[src/rcr_pkg.sv]
// Constants and types for the reset cause recorder
package rcr_pkg;
  localparam int RCR_ADDR_W = 4;
  localparam int RCR_DATA_W = 8;
  localparam int RCR_PC_W = 15;
  localparam logic [RCR_ADDR_W-1:0] RCR_OFS_POWER_CONTROL_FLAGS = 4'h0;
  localparam logic [RCR_ADDR_W-1:0] RCR_OFS_CORE_STATUS_FLAGS = 4'h1;
  localparam logic [RCR_PC_W-1:0] RCR_RESET_VECTOR = 15'h0000;
  localparam logic [RCR_PC_W-1:0] RCR_IRQ_VECTOR = 15'h0004;

  typedef struct packed {
    logic stack_over_flag;
    logic stack_under_flag;
    logic unused_5;
    logic watchdog_reset_flag_n;
    logic ext_pin_reset_flag_n;
    logic reset_instr_flag_n;
    logic poweron_flag_n;
    logic brownout_flag_n;
  } rcr_power_control_flags_t;

  typedef struct packed {
    logic [2:0] unused_hi;
    logic timeout_flag_n;
    logic powerdown_flag_n;
    logic [2:0] unused_lo;
  } rcr_status_t;

  // Power-on values; brown-out bit is unknown on the part, chosen as 0
  localparam rcr_power_control_flags_t RCR_POWER_CONTROL_FLAGS_POR = 8'h18 | 8'h04;
  localparam rcr_status_t RCR_STATUS_POR = 8'h18;

  typedef struct packed {
    logic poweron;
    logic brownout;
    logic lp_brownout;
    logic prog_exit;
    logic ext_pin;
    logic watchdog;
    logic reset_instr;
    logic stack_over;
    logic stack_under;
  } rcr_cause_t;

  typedef enum logic [2:0] {
    RCR_ST_RUN = 3'h1,
    RCR_ST_WAKE_EXEC = 3'h2,
    RCR_ST_VECTOR = 3'h4
  } rcr_state_t;
endpackage : rcr_pkg

[src/rcr_top.sv]
// Reset cause recorder: power control and status flags with cause tracking
//
// Contract
// - Pin reset running: PC zero, clear pin flag
// - Pin reset asleep: timeout one, powerdown zero
// - Watchdog wake: next instruction, clear timeout, powerdown
// - Interrupt wake: next instruction, timeout one, powerdown zero
// - Enabled interrupt wake: execute next, then vector
// - Reset instruction: PC zero, clear its flag
// - Enabled overflow: reset to zero, set flag
// - Enabled underflow: reset to zero, set flag
// - Overflow flag bit 7, firmware clears
// - Underflow flag bit 6, firmware clears
// - Watchdog flag bit 4, hardware clears
// - Pin flag bit 3, hardware clears
// - Instruction flag bit 2, hardware clears
// - Power-on flag bit 1 cleared on power-on
// - Brown-out flag bit 0 cleared on brown-out
// - Bit 5 reads zero, ignores writes
// - Power-on and brown-out initialise cause flags; brown-out leaves watchdog flag bit 4 and power-on flag bit 1 unchanged
// - Low-power monitor clears same brown-out flag
// - Watchdog reset also updates status flags
// - Programming exit behaves as power-on
//
// Local design decisions: strobed register access and the placing of the registers.
`timescale 1ns/1ns
module rcr_top
  import rcr_pkg::*;
#(
  parameter int PC_W = RCR_PC_W
) (
  input wire logic MCLK,
  input wire logic RST_N,
  input wire logic [RCR_ADDR_W-1:0] ADDR,
  input wire logic [RCR_DATA_W-1:0] WDATA,
  input wire logic WR,
  input wire logic RD,
  output logic [RCR_DATA_W-1:0] RDATA,
  input wire logic POWERON_REQ,
  input wire logic BROWNOUT_REQ,
  input wire logic LP_BROWNOUT_REQ,
  input wire logic PROG_MODE_EXIT,
  input wire logic EXT_PIN_RESET,
  input wire logic WATCHDOG_TIMEOUT,
  input wire logic RESET_INSTR,
  input wire logic STACK_OVERFLOW,
  input wire logic STACK_UNDERFLOW,
  input wire logic STACK_FAULT_RESET_ENABLE,
  input wire logic GLOBAL_IRQ_ENABLE,
  input wire logic IRQ_WAKE,
  input wire logic IN_SLEEP,
  input wire logic SLEEP_ENTER,
  input wire logic CLEAR_WATCHDOG,
  input wire logic INSTR_DONE,
  output logic PC_LOAD,
  output logic [PC_W-1:0] PC_ADDR,
  output logic PC_CONTINUE,
  output logic STACK_PUSH
);

  // Vectors are fixed at the package width, so a different PC width cannot be served
  if (PC_W != RCR_PC_W) begin : g_bad_pc_w
    $error("rcr_top: PC_W must equal the vector width");
  end

  rcr_power_control_flags_t power_control_flags_ff;
  rcr_power_control_flags_t nxt_power_control_flags;
  rcr_status_t status_ff;
  rcr_status_t nxt_status;
  rcr_state_t state_ff;
  rcr_state_t nxt_state;
  rcr_cause_t cause;
  logic [RCR_DATA_W-1:0] rdata_ff;
  logic [RCR_DATA_W-1:0] nxt_rdata;
  logic pc_load_ff;
  logic [PC_W-1:0] pc_addr_ff;
  logic pc_continue_ff;
  logic stack_push_ff;

  function automatic logic hit(input logic [RCR_ADDR_W-1:0] a,
                               input logic [RCR_ADDR_W-1:0] ofs);
    hit = (a == ofs);
  endfunction : hit

  wire wr_power_control_flags = WR && hit(ADDR, RCR_OFS_POWER_CONTROL_FLAGS);
  wire rd_power_control_flags = RD && hit(ADDR, RCR_OFS_POWER_CONTROL_FLAGS);
  wire rd_status = RD && hit(ADDR, RCR_OFS_CORE_STATUS_FLAGS);
  // Power-on class: power-on request and programming exit share one path
  wire poweron_any = POWERON_REQ || PROG_MODE_EXIT;
  wire brownout_any = BROWNOUT_REQ || LP_BROWNOUT_REQ;
  wire over_rst = STACK_FAULT_RESET_ENABLE && STACK_OVERFLOW;
  wire under_rst = STACK_FAULT_RESET_ENABLE && STACK_UNDERFLOW;
  wire wdt_reset = WATCHDOG_TIMEOUT && !IN_SLEEP;
  wire wdt_wake = WATCHDOG_TIMEOUT && IN_SLEEP;
  wire irq_wake = IRQ_WAKE && IN_SLEEP;
  wire any_reset = poweron_any || brownout_any || EXT_PIN_RESET || wdt_reset ||
                   RESET_INSTR || over_rst || under_rst;
  wire any_wake = !any_reset && (wdt_wake || irq_wake);

  assign cause = '{poweron: poweron_any, brownout: brownout_any,
                   lp_brownout: LP_BROWNOUT_REQ, prog_exit: PROG_MODE_EXIT,
                   ext_pin: EXT_PIN_RESET, watchdog: WATCHDOG_TIMEOUT,
                   reset_instr: RESET_INSTR, stack_over: over_rst,
                   stack_under: under_rst};

  // Firmware write first, hardware events after, so a hardware event wins a firmware write
  always_comb begin
    nxt_power_control_flags = power_control_flags_ff;
    if (wr_power_control_flags) begin
      nxt_power_control_flags = rcr_power_control_flags_t'(WDATA);
    end
    nxt_power_control_flags.unused_5 = 1'b0;
    if (cause.poweron) begin
      nxt_power_control_flags = RCR_POWER_CONTROL_FLAGS_POR;
    end else begin
      if (cause.brownout) begin
        nxt_power_control_flags.stack_over_flag = 1'b0;
        nxt_power_control_flags.stack_under_flag = 1'b0;
        nxt_power_control_flags.ext_pin_reset_flag_n = 1'b1;
        nxt_power_control_flags.reset_instr_flag_n = 1'b1;
        nxt_power_control_flags.brownout_flag_n = 1'b0;
      end
      if (cause.ext_pin) begin
        nxt_power_control_flags.ext_pin_reset_flag_n = 1'b0;
      end
      if (wdt_reset) begin
        nxt_power_control_flags.watchdog_reset_flag_n = 1'b0;
      end
      if (cause.reset_instr) begin
        nxt_power_control_flags.reset_instr_flag_n = 1'b0;
      end
      if (cause.stack_over) begin
        nxt_power_control_flags.stack_over_flag = 1'b1;
      end
      if (cause.stack_under) begin
        nxt_power_control_flags.stack_under_flag = 1'b1;
      end
    end
  end

  // Status flags are not writable by software, as on the real core
  always_comb begin
    nxt_status = status_ff;
    if (CLEAR_WATCHDOG) begin
      nxt_status.timeout_flag_n = 1'b1;
      nxt_status.powerdown_flag_n = 1'b1;
    end
    if (SLEEP_ENTER) begin
      nxt_status.timeout_flag_n = 1'b1;
      nxt_status.powerdown_flag_n = 1'b0;
    end
    if (cause.poweron || cause.brownout) begin
      nxt_status = RCR_STATUS_POR;
    end else if (EXT_PIN_RESET && IN_SLEEP) begin
      nxt_status.timeout_flag_n = 1'b1;
      nxt_status.powerdown_flag_n = 1'b0;
    end else if (wdt_reset) begin
      nxt_status.timeout_flag_n = 1'b0;
    end else if (wdt_wake && !any_reset) begin
      nxt_status.timeout_flag_n = 1'b0;
      nxt_status.powerdown_flag_n = 1'b0;
    end else if (irq_wake && !any_reset) begin
      nxt_status.timeout_flag_n = 1'b1;
      nxt_status.powerdown_flag_n = 1'b0;
    end
  end

  // Wake sequencing; a reset always aborts a pending vector
  always_comb begin
    nxt_state = state_ff;
    case (state_ff)
      RCR_ST_RUN: begin
        if (any_wake && irq_wake && !wdt_wake && GLOBAL_IRQ_ENABLE) begin
          nxt_state = RCR_ST_WAKE_EXEC;
        end
      end
      RCR_ST_WAKE_EXEC: begin
        if (INSTR_DONE) begin
          nxt_state = RCR_ST_VECTOR;
        end
      end
      RCR_ST_VECTOR: nxt_state = RCR_ST_RUN;
      default: nxt_state = RCR_ST_RUN;
    endcase
    if (any_reset) begin
      nxt_state = RCR_ST_RUN;
    end
  end

  wire vector_go = (state_ff == RCR_ST_VECTOR) && !any_reset;
  wire nxt_pc_load = any_reset || vector_go;
  wire [PC_W-1:0] nxt_pc_addr = any_reset ? RCR_RESET_VECTOR :
                                vector_go ? RCR_IRQ_VECTOR : pc_addr_ff;
  wire nxt_pc_continue = any_wake;

  always_comb begin
    nxt_rdata = '0;
    if (rd_power_control_flags) begin
      nxt_rdata = power_control_flags_ff;
    end else if (rd_status) begin
      nxt_rdata = status_ff;
    end
  end

  always_ff @(posedge MCLK) begin
    if (!RST_N) begin
      power_control_flags_ff <= RCR_POWER_CONTROL_FLAGS_POR;
      status_ff <= RCR_STATUS_POR;
      state_ff <= RCR_ST_RUN;
    end else begin
      power_control_flags_ff <= nxt_power_control_flags;
      status_ff <= nxt_status;
      state_ff <= nxt_state;
    end
  end

  always_ff @(posedge MCLK) begin
    if (!RST_N) begin
      rdata_ff <= '0;
      pc_load_ff <= 1'b0;
      pc_addr_ff <= RCR_RESET_VECTOR;
      pc_continue_ff <= 1'b0;
      stack_push_ff <= 1'b0;
    end else begin
      rdata_ff <= nxt_rdata;
      pc_load_ff <= nxt_pc_load;
      pc_addr_ff <= nxt_pc_addr;
      pc_continue_ff <= nxt_pc_continue;
      stack_push_ff <= vector_go;
    end
  end

  assign RDATA = rdata_ff;
  assign PC_LOAD = pc_load_ff;
  assign PC_ADDR = pc_addr_ff;
  assign PC_CONTINUE = pc_continue_ff;
  assign STACK_PUSH = stack_push_ff;

endmodule : rcr_top

[config.mk]
export PLATFORM = sky130hd
export DESIGN_NAME = rcr_top
export DESIGN_NICKNAME = d
export VERILOG_FILES = /design/src/rcr_pkg.sv /design/src/rcr_top.sv
export SDC_FILE = /design/constraint.sdc
export NUM_CORES = 1
export LEC_CHECK = 0
export BUFFER_PORTS_ARGS = -buffer_cell sky130_fd_sc_hd__buf_2
export CAP_MARGIN = 20
export CORE_AREA = 5 5 60 62
export CTS_CLUSTER_SIZE = 24
export DETAILED_ROUTE_END_ITERATION = 10
export DIE_AREA = 0 0 65 67
export PLACE_DENSITY = 0.67
export SKIP_LAST_GASP = 1
export SLEW_MARGIN = 40
export SYNTH_ARGS = -nofsm -noshare
export SYNTH_HDL_FRONTEND = slang
export SYNTH_SLANG_ARGS = --single-unit
[constraint.sdc]
create_clock -name MCLK -period 1.4 [get_ports MCLK]
set_input_delay 0 -clock MCLK [delete_from_list [all_inputs] [get_ports MCLK]]
set_output_delay 0 -clock MCLK [all_outputs]
set_load 0.005 [all_outputs]
### After elaboration in Yosys (flattened, before gate mapping)

Cells that the tools add are included.

* flip-flop bits (word level): 25
* word-level logic and storage cells: 85

* equality and inequality tests: 6
* multiplexer cells: 20
* bitwise logic cells: 1
* reductions and logical operators: 42

Operators with widths (number)
* 1-bit logical AND: 16
* 8-bit 2-to-1 mux: 2
* 2-bit 2-to-1 mux: 6
* 3-bit nonzero test: 4
* 1-bit logical OR: 10
* 1-bit 2-to-1 mux: 8
* 3-bit 2-to-1 mux: 2
* 3-bit one-hot mux with 2 select lines: 1
* 2-bit OR reduction: 3
* 3-bit OR reduction: 2
* 5-bit 2-to-1 mux: 1
* 5-bit nonzero test: 1
* 4-bit by 1-bit equality test with 1-bit output (second input constant): 1
* 4-bit logical NOT: 1
* 2-bit != test (second input constant): 2
* 3-bit by 1-bit equality test with 1-bit output (second input constant): 1
* 3-bit by 2-bit equality test with 1-bit output (second input constant): 1
* 3-bit equality test (second input constant): 1
* 1-bit logical NOT: 3
* 2-bit AND reduction: 1
* 2-bit nonzero test: 1
* 1-bit NOT: 1

### Depth between registers and ports, before layout

* depth after elaboration: 14
* depth in mapped cells: 5
* mapped depth without buffers: 4

### Worst setup path after synthesis

OpenSTA, ideal clock, no wires.

* path kind: input -> register
* start point: input port RST_N
* end point: register status_ff[4] (netlist name)
* setup time: 0.134 ns
* arrival time: 1.250 ns
* required time: 1.266 ns
* setup slack: 0.016 ns
* stages: 4
* cell sequence: inv_2 > or3_4 > or3_4 > or4_1

* longest elaborated chain between the ends: 2

RTL lines
* start, declared: RTL line rcr_top.sv:33 `input wire logic RST_N,`
* 1-bit NOT (no line)
* 3-bit OR reduction (no line)
* end signal, assigned: RTL line rcr_top.sv:212 `status_ff <= nxt_status;`
* end, declared: RTL line rcr_top.sv:68 `rcr_status_t status_ff;`

No other way between the ends.
A chain may end at the register's enable or synchronous reset.

==> key figures <==
Status
  – Outcome: completed

Global route
  – Initial antenna violation count: 0
  – Total grt overflow: 0
  – Gr busiest metal: met2
  – First-pass GRT wire length: 4240 um
  – Largest net degree at the start of global routing: 13
  – Met2 Usage GRT: 21.2%
  – Met3 Use GR: 2.36%
  – M1 GR Usage: 16.2%
  – All-layer global routing usage: 12.7%
  – Number of global-route vias before repair: 924

Worst setup path
  – WS Path Type: reg -> reg
  – CP max-delay cell: or4_1
  – WP data required: 1.60 ns
  – Worst setup SP type: flip-flop
  – Max incr delay on CP: 0.49 ns
  – CP delay by family, top: simple AND/OR/NAND/NOR gates
  – CP max FO: 2
  – CP Cell Sequence: nor3_1 -> o21ai_0 -> or4_1
  – Worst Path Arrival: 1.48 ns
  – Endpoint class of the critical path: flip-flop
  – WP buf/inv: 0

Synthesis
  – Seq/Total Area, Yosys: 46.2%
  – Synth Area per Inst: 9.22 um2
  – Synthesized flop and latch total: 23
  – Syn. warnings: 0
  – Most area-hungry cell type in the Yosys netlist: dfxtp_1
  – Share of the synthesized area in the top cell type: 46.2%
  – Post-synthesis cell type count: 28
  – Cells after Synth: 108
  – Ranking of synthesized cells by area: dfxtp_1, buf_4, mux2i_1
  – Post-Syn Area: 996 um2

Timing
  – Fin worst setup slack: 0.118 ns
  – Setup TNS Final: 0 ns
  – Final number of hold-violating endpoints: 0
  – Worst Max-Slew Pin Slew: 0.502 ns
  – Clock Skew: 0.00725 ns
  – RSZ-0062 raised after global routing: false
  – Slew HR: 66.3%
  – Slew Viols, Final: 0
  – Fin crit share: 91.5%
  – F_max: 0.780 GHz
  – Final setup fails: 0
  – Post-layout minimum cycle time: 1.28 ns

Layout
  – Seq. cell area: 460 um2
  – Footprint of the multi-input gates: 460 um2
  – Fillcell total: 302
  – Commonest non-fill, non-tap cell in the layout: buf_2
  – Nets: 207
  – Share of layout cells above drive strength 1: 30.5%
  – ANT cells: 0
  – Syn-to-layout area delta: 43.2%
  – Most frequent cells in the layout: buf_2, dfxtp_1, dlygate4sd3_1, conb_1, nor2_1
  – Layout Utilization: 47.9%

Power and ir drop
  – Leakage: 0.000696 uW
  – Clock power share: 27.1%
  – Int Power: 858 uW
  – Power, Total: 1120 uW
  – Seq pwr share: 59.4%
  – Switch Pwr: 260 uW
  – Worst IR Drop VDD: 324 uV
  – PwrDens: 783 nW/um2
  – Sw Share: 23.2%
  – Power share of the combinational group: 13.5%

Clocking
  – Clock Tree Root: clkbuf_4
  – Clock Sinks: 23
  – CTS tree: yes
  – Clock Latency Late Sink: 0.31 ns
  – TritonCTS Buffers: 3
  – Clock slew at reported path FFs: 0.12 ns
  – Cts repair resizes: 0
  – Post-CTS Setup Repair Bufs: 0
  – CTS H-tree lvls: 1
  – Clock Path Buffers: 2

Placed design
  – Pre-CTS setup slack: -0.0924 ns
  – DP HPWL: 2020 um
  – IO Port Bufs: 41
  – GP Congestion: 0.821

Job
  – Max_cap viols: 0

Floorplanning
  – CORE AREA: 2980 um2
  – Die ar.: 4360 um2
  – Die width: 65 um
  – Vert. Die Dim: 67 um
  – Initial Util: 33.4%
  – Site row count: 20
  – I/O pin cnt: 58

Min path
  – Min-delay worst type: in -> reg

Detailed routing
  – Vias after detailed routing: 945
  – Starting DRT DRC Count: 74
  – Final WL: 2660 um
  – Remaining DRCs: 0
  – Detail Route Antenna Nets: 0
  – Vias per cell: 4.57
  – Drt first pass iters: 4
  – Average wire per standard cell: 12.8 um
==> stage by stage <==
step / instances / hold WS (ns) / area [um2]
2_1_floorplan: 122 / 0.102 / 1050
3_3_place_gp: 185 / 0.210 / 1220
3_5_place_dp: 185 / 0.208 / 1220
4_1_cts: 207 / 0.00142 / 1430
5_1_grt: 207 / 0.0176 / 1430
6_report: 207 / 0.0137 / 1430
==> sequential cells by signal, indices dropped and copies added, names as in the netlist <==
register                count
RDATA                       7
power_control_flags_ff      7
state_ff                    3
status_ff                   2
PC_ADDR                     1
PC_CONTINUE                 1
PC_LOAD                     1
STACK_PUSH                  1
==> Yosys cell counts <==
master,count
a211oi_1,1
a21oi_1,1
a22oi_1,2
and2_1,5
and3b_1,1
buf_4,15
clkbuf_1,2
conb_1,1
dfxtp_1,23
inv_1,1
inv_2,1
mux2i_1,9
nand2_1,4
nand3_1,2
nand3b_1,2
nand4b_1,1
nor2_1,13
nor2b_1,3
nor3_1,7
nor3b_1,1
nor4_1,1
o21ai_0,5
o22ai_1,1
o31ai_1,1
or2_1,1
or3_1,1
or3_4,2
or4_1,1
==> metal layers <==
layer	share of wire, %	wire, um
met5	0	0
met4	1.0	27
met3	9.1	241
met2	45	1210
met1	45	1180
==> cells by family (layout without fill, tap and decap cells) <==
logic type,after synthesis,in the layout,synth area share [%]
AND/OR/NAND/NOR,45,45,24.9
flip-flops,23,23,46.2
buffers and inverters,19,71,12.8
AO/OA/AOI/OAI,11,11,6.66
multiplexers,9,9,9.05
other,1,15,0.377
==> what timing repair did <==
item	CTS	global route
setup endpoints to repair	0	1
endpoints found under the hold margin	11	1
hold buffers	18	1
==> worst min-delay path: stages <==
cell and delay [ns]:
buf_2 0.08, o21ai_0 0.10, nor2_1 0.11
==> cell type report <==
cell class	count	share of cell area, %
Clock buffer	4	1.84
Multi-Input combinational cell	80	32.3
Sequential cell	23	32.3
Inverter	2	0.526
Timing Repair Buffer	65	30.2
Tap cell	33	2.89
==> worst paths after layout <==
check	depth (start not counted)	start	slack [ns]	end
worst max-delay path	3	status_ff[4]	0.12	status_ff[4]
worst min-delay path	3	IRQ_WAKE	0.01	PC_CONTINUE
worst max register to register	3	status_ff[4]	0.12	status_ff[4]
worst min register to register	1	power_control_flags_ff[0]	0.47	RDATA[0]
==> power by group through the flow <==
stage / Clock, uW / Combinational [uW] / Sequential, uW
floorplan: 0 / 71.0 / 678
global placement: 0 / 107 / 678
detailed placement: 0 / 109 / 678
CTS: 318 / 146 / 664
global route: 361 / 166 / 665
finish: 303 / 151 / 664
Power figures use the tool's default switching activity.
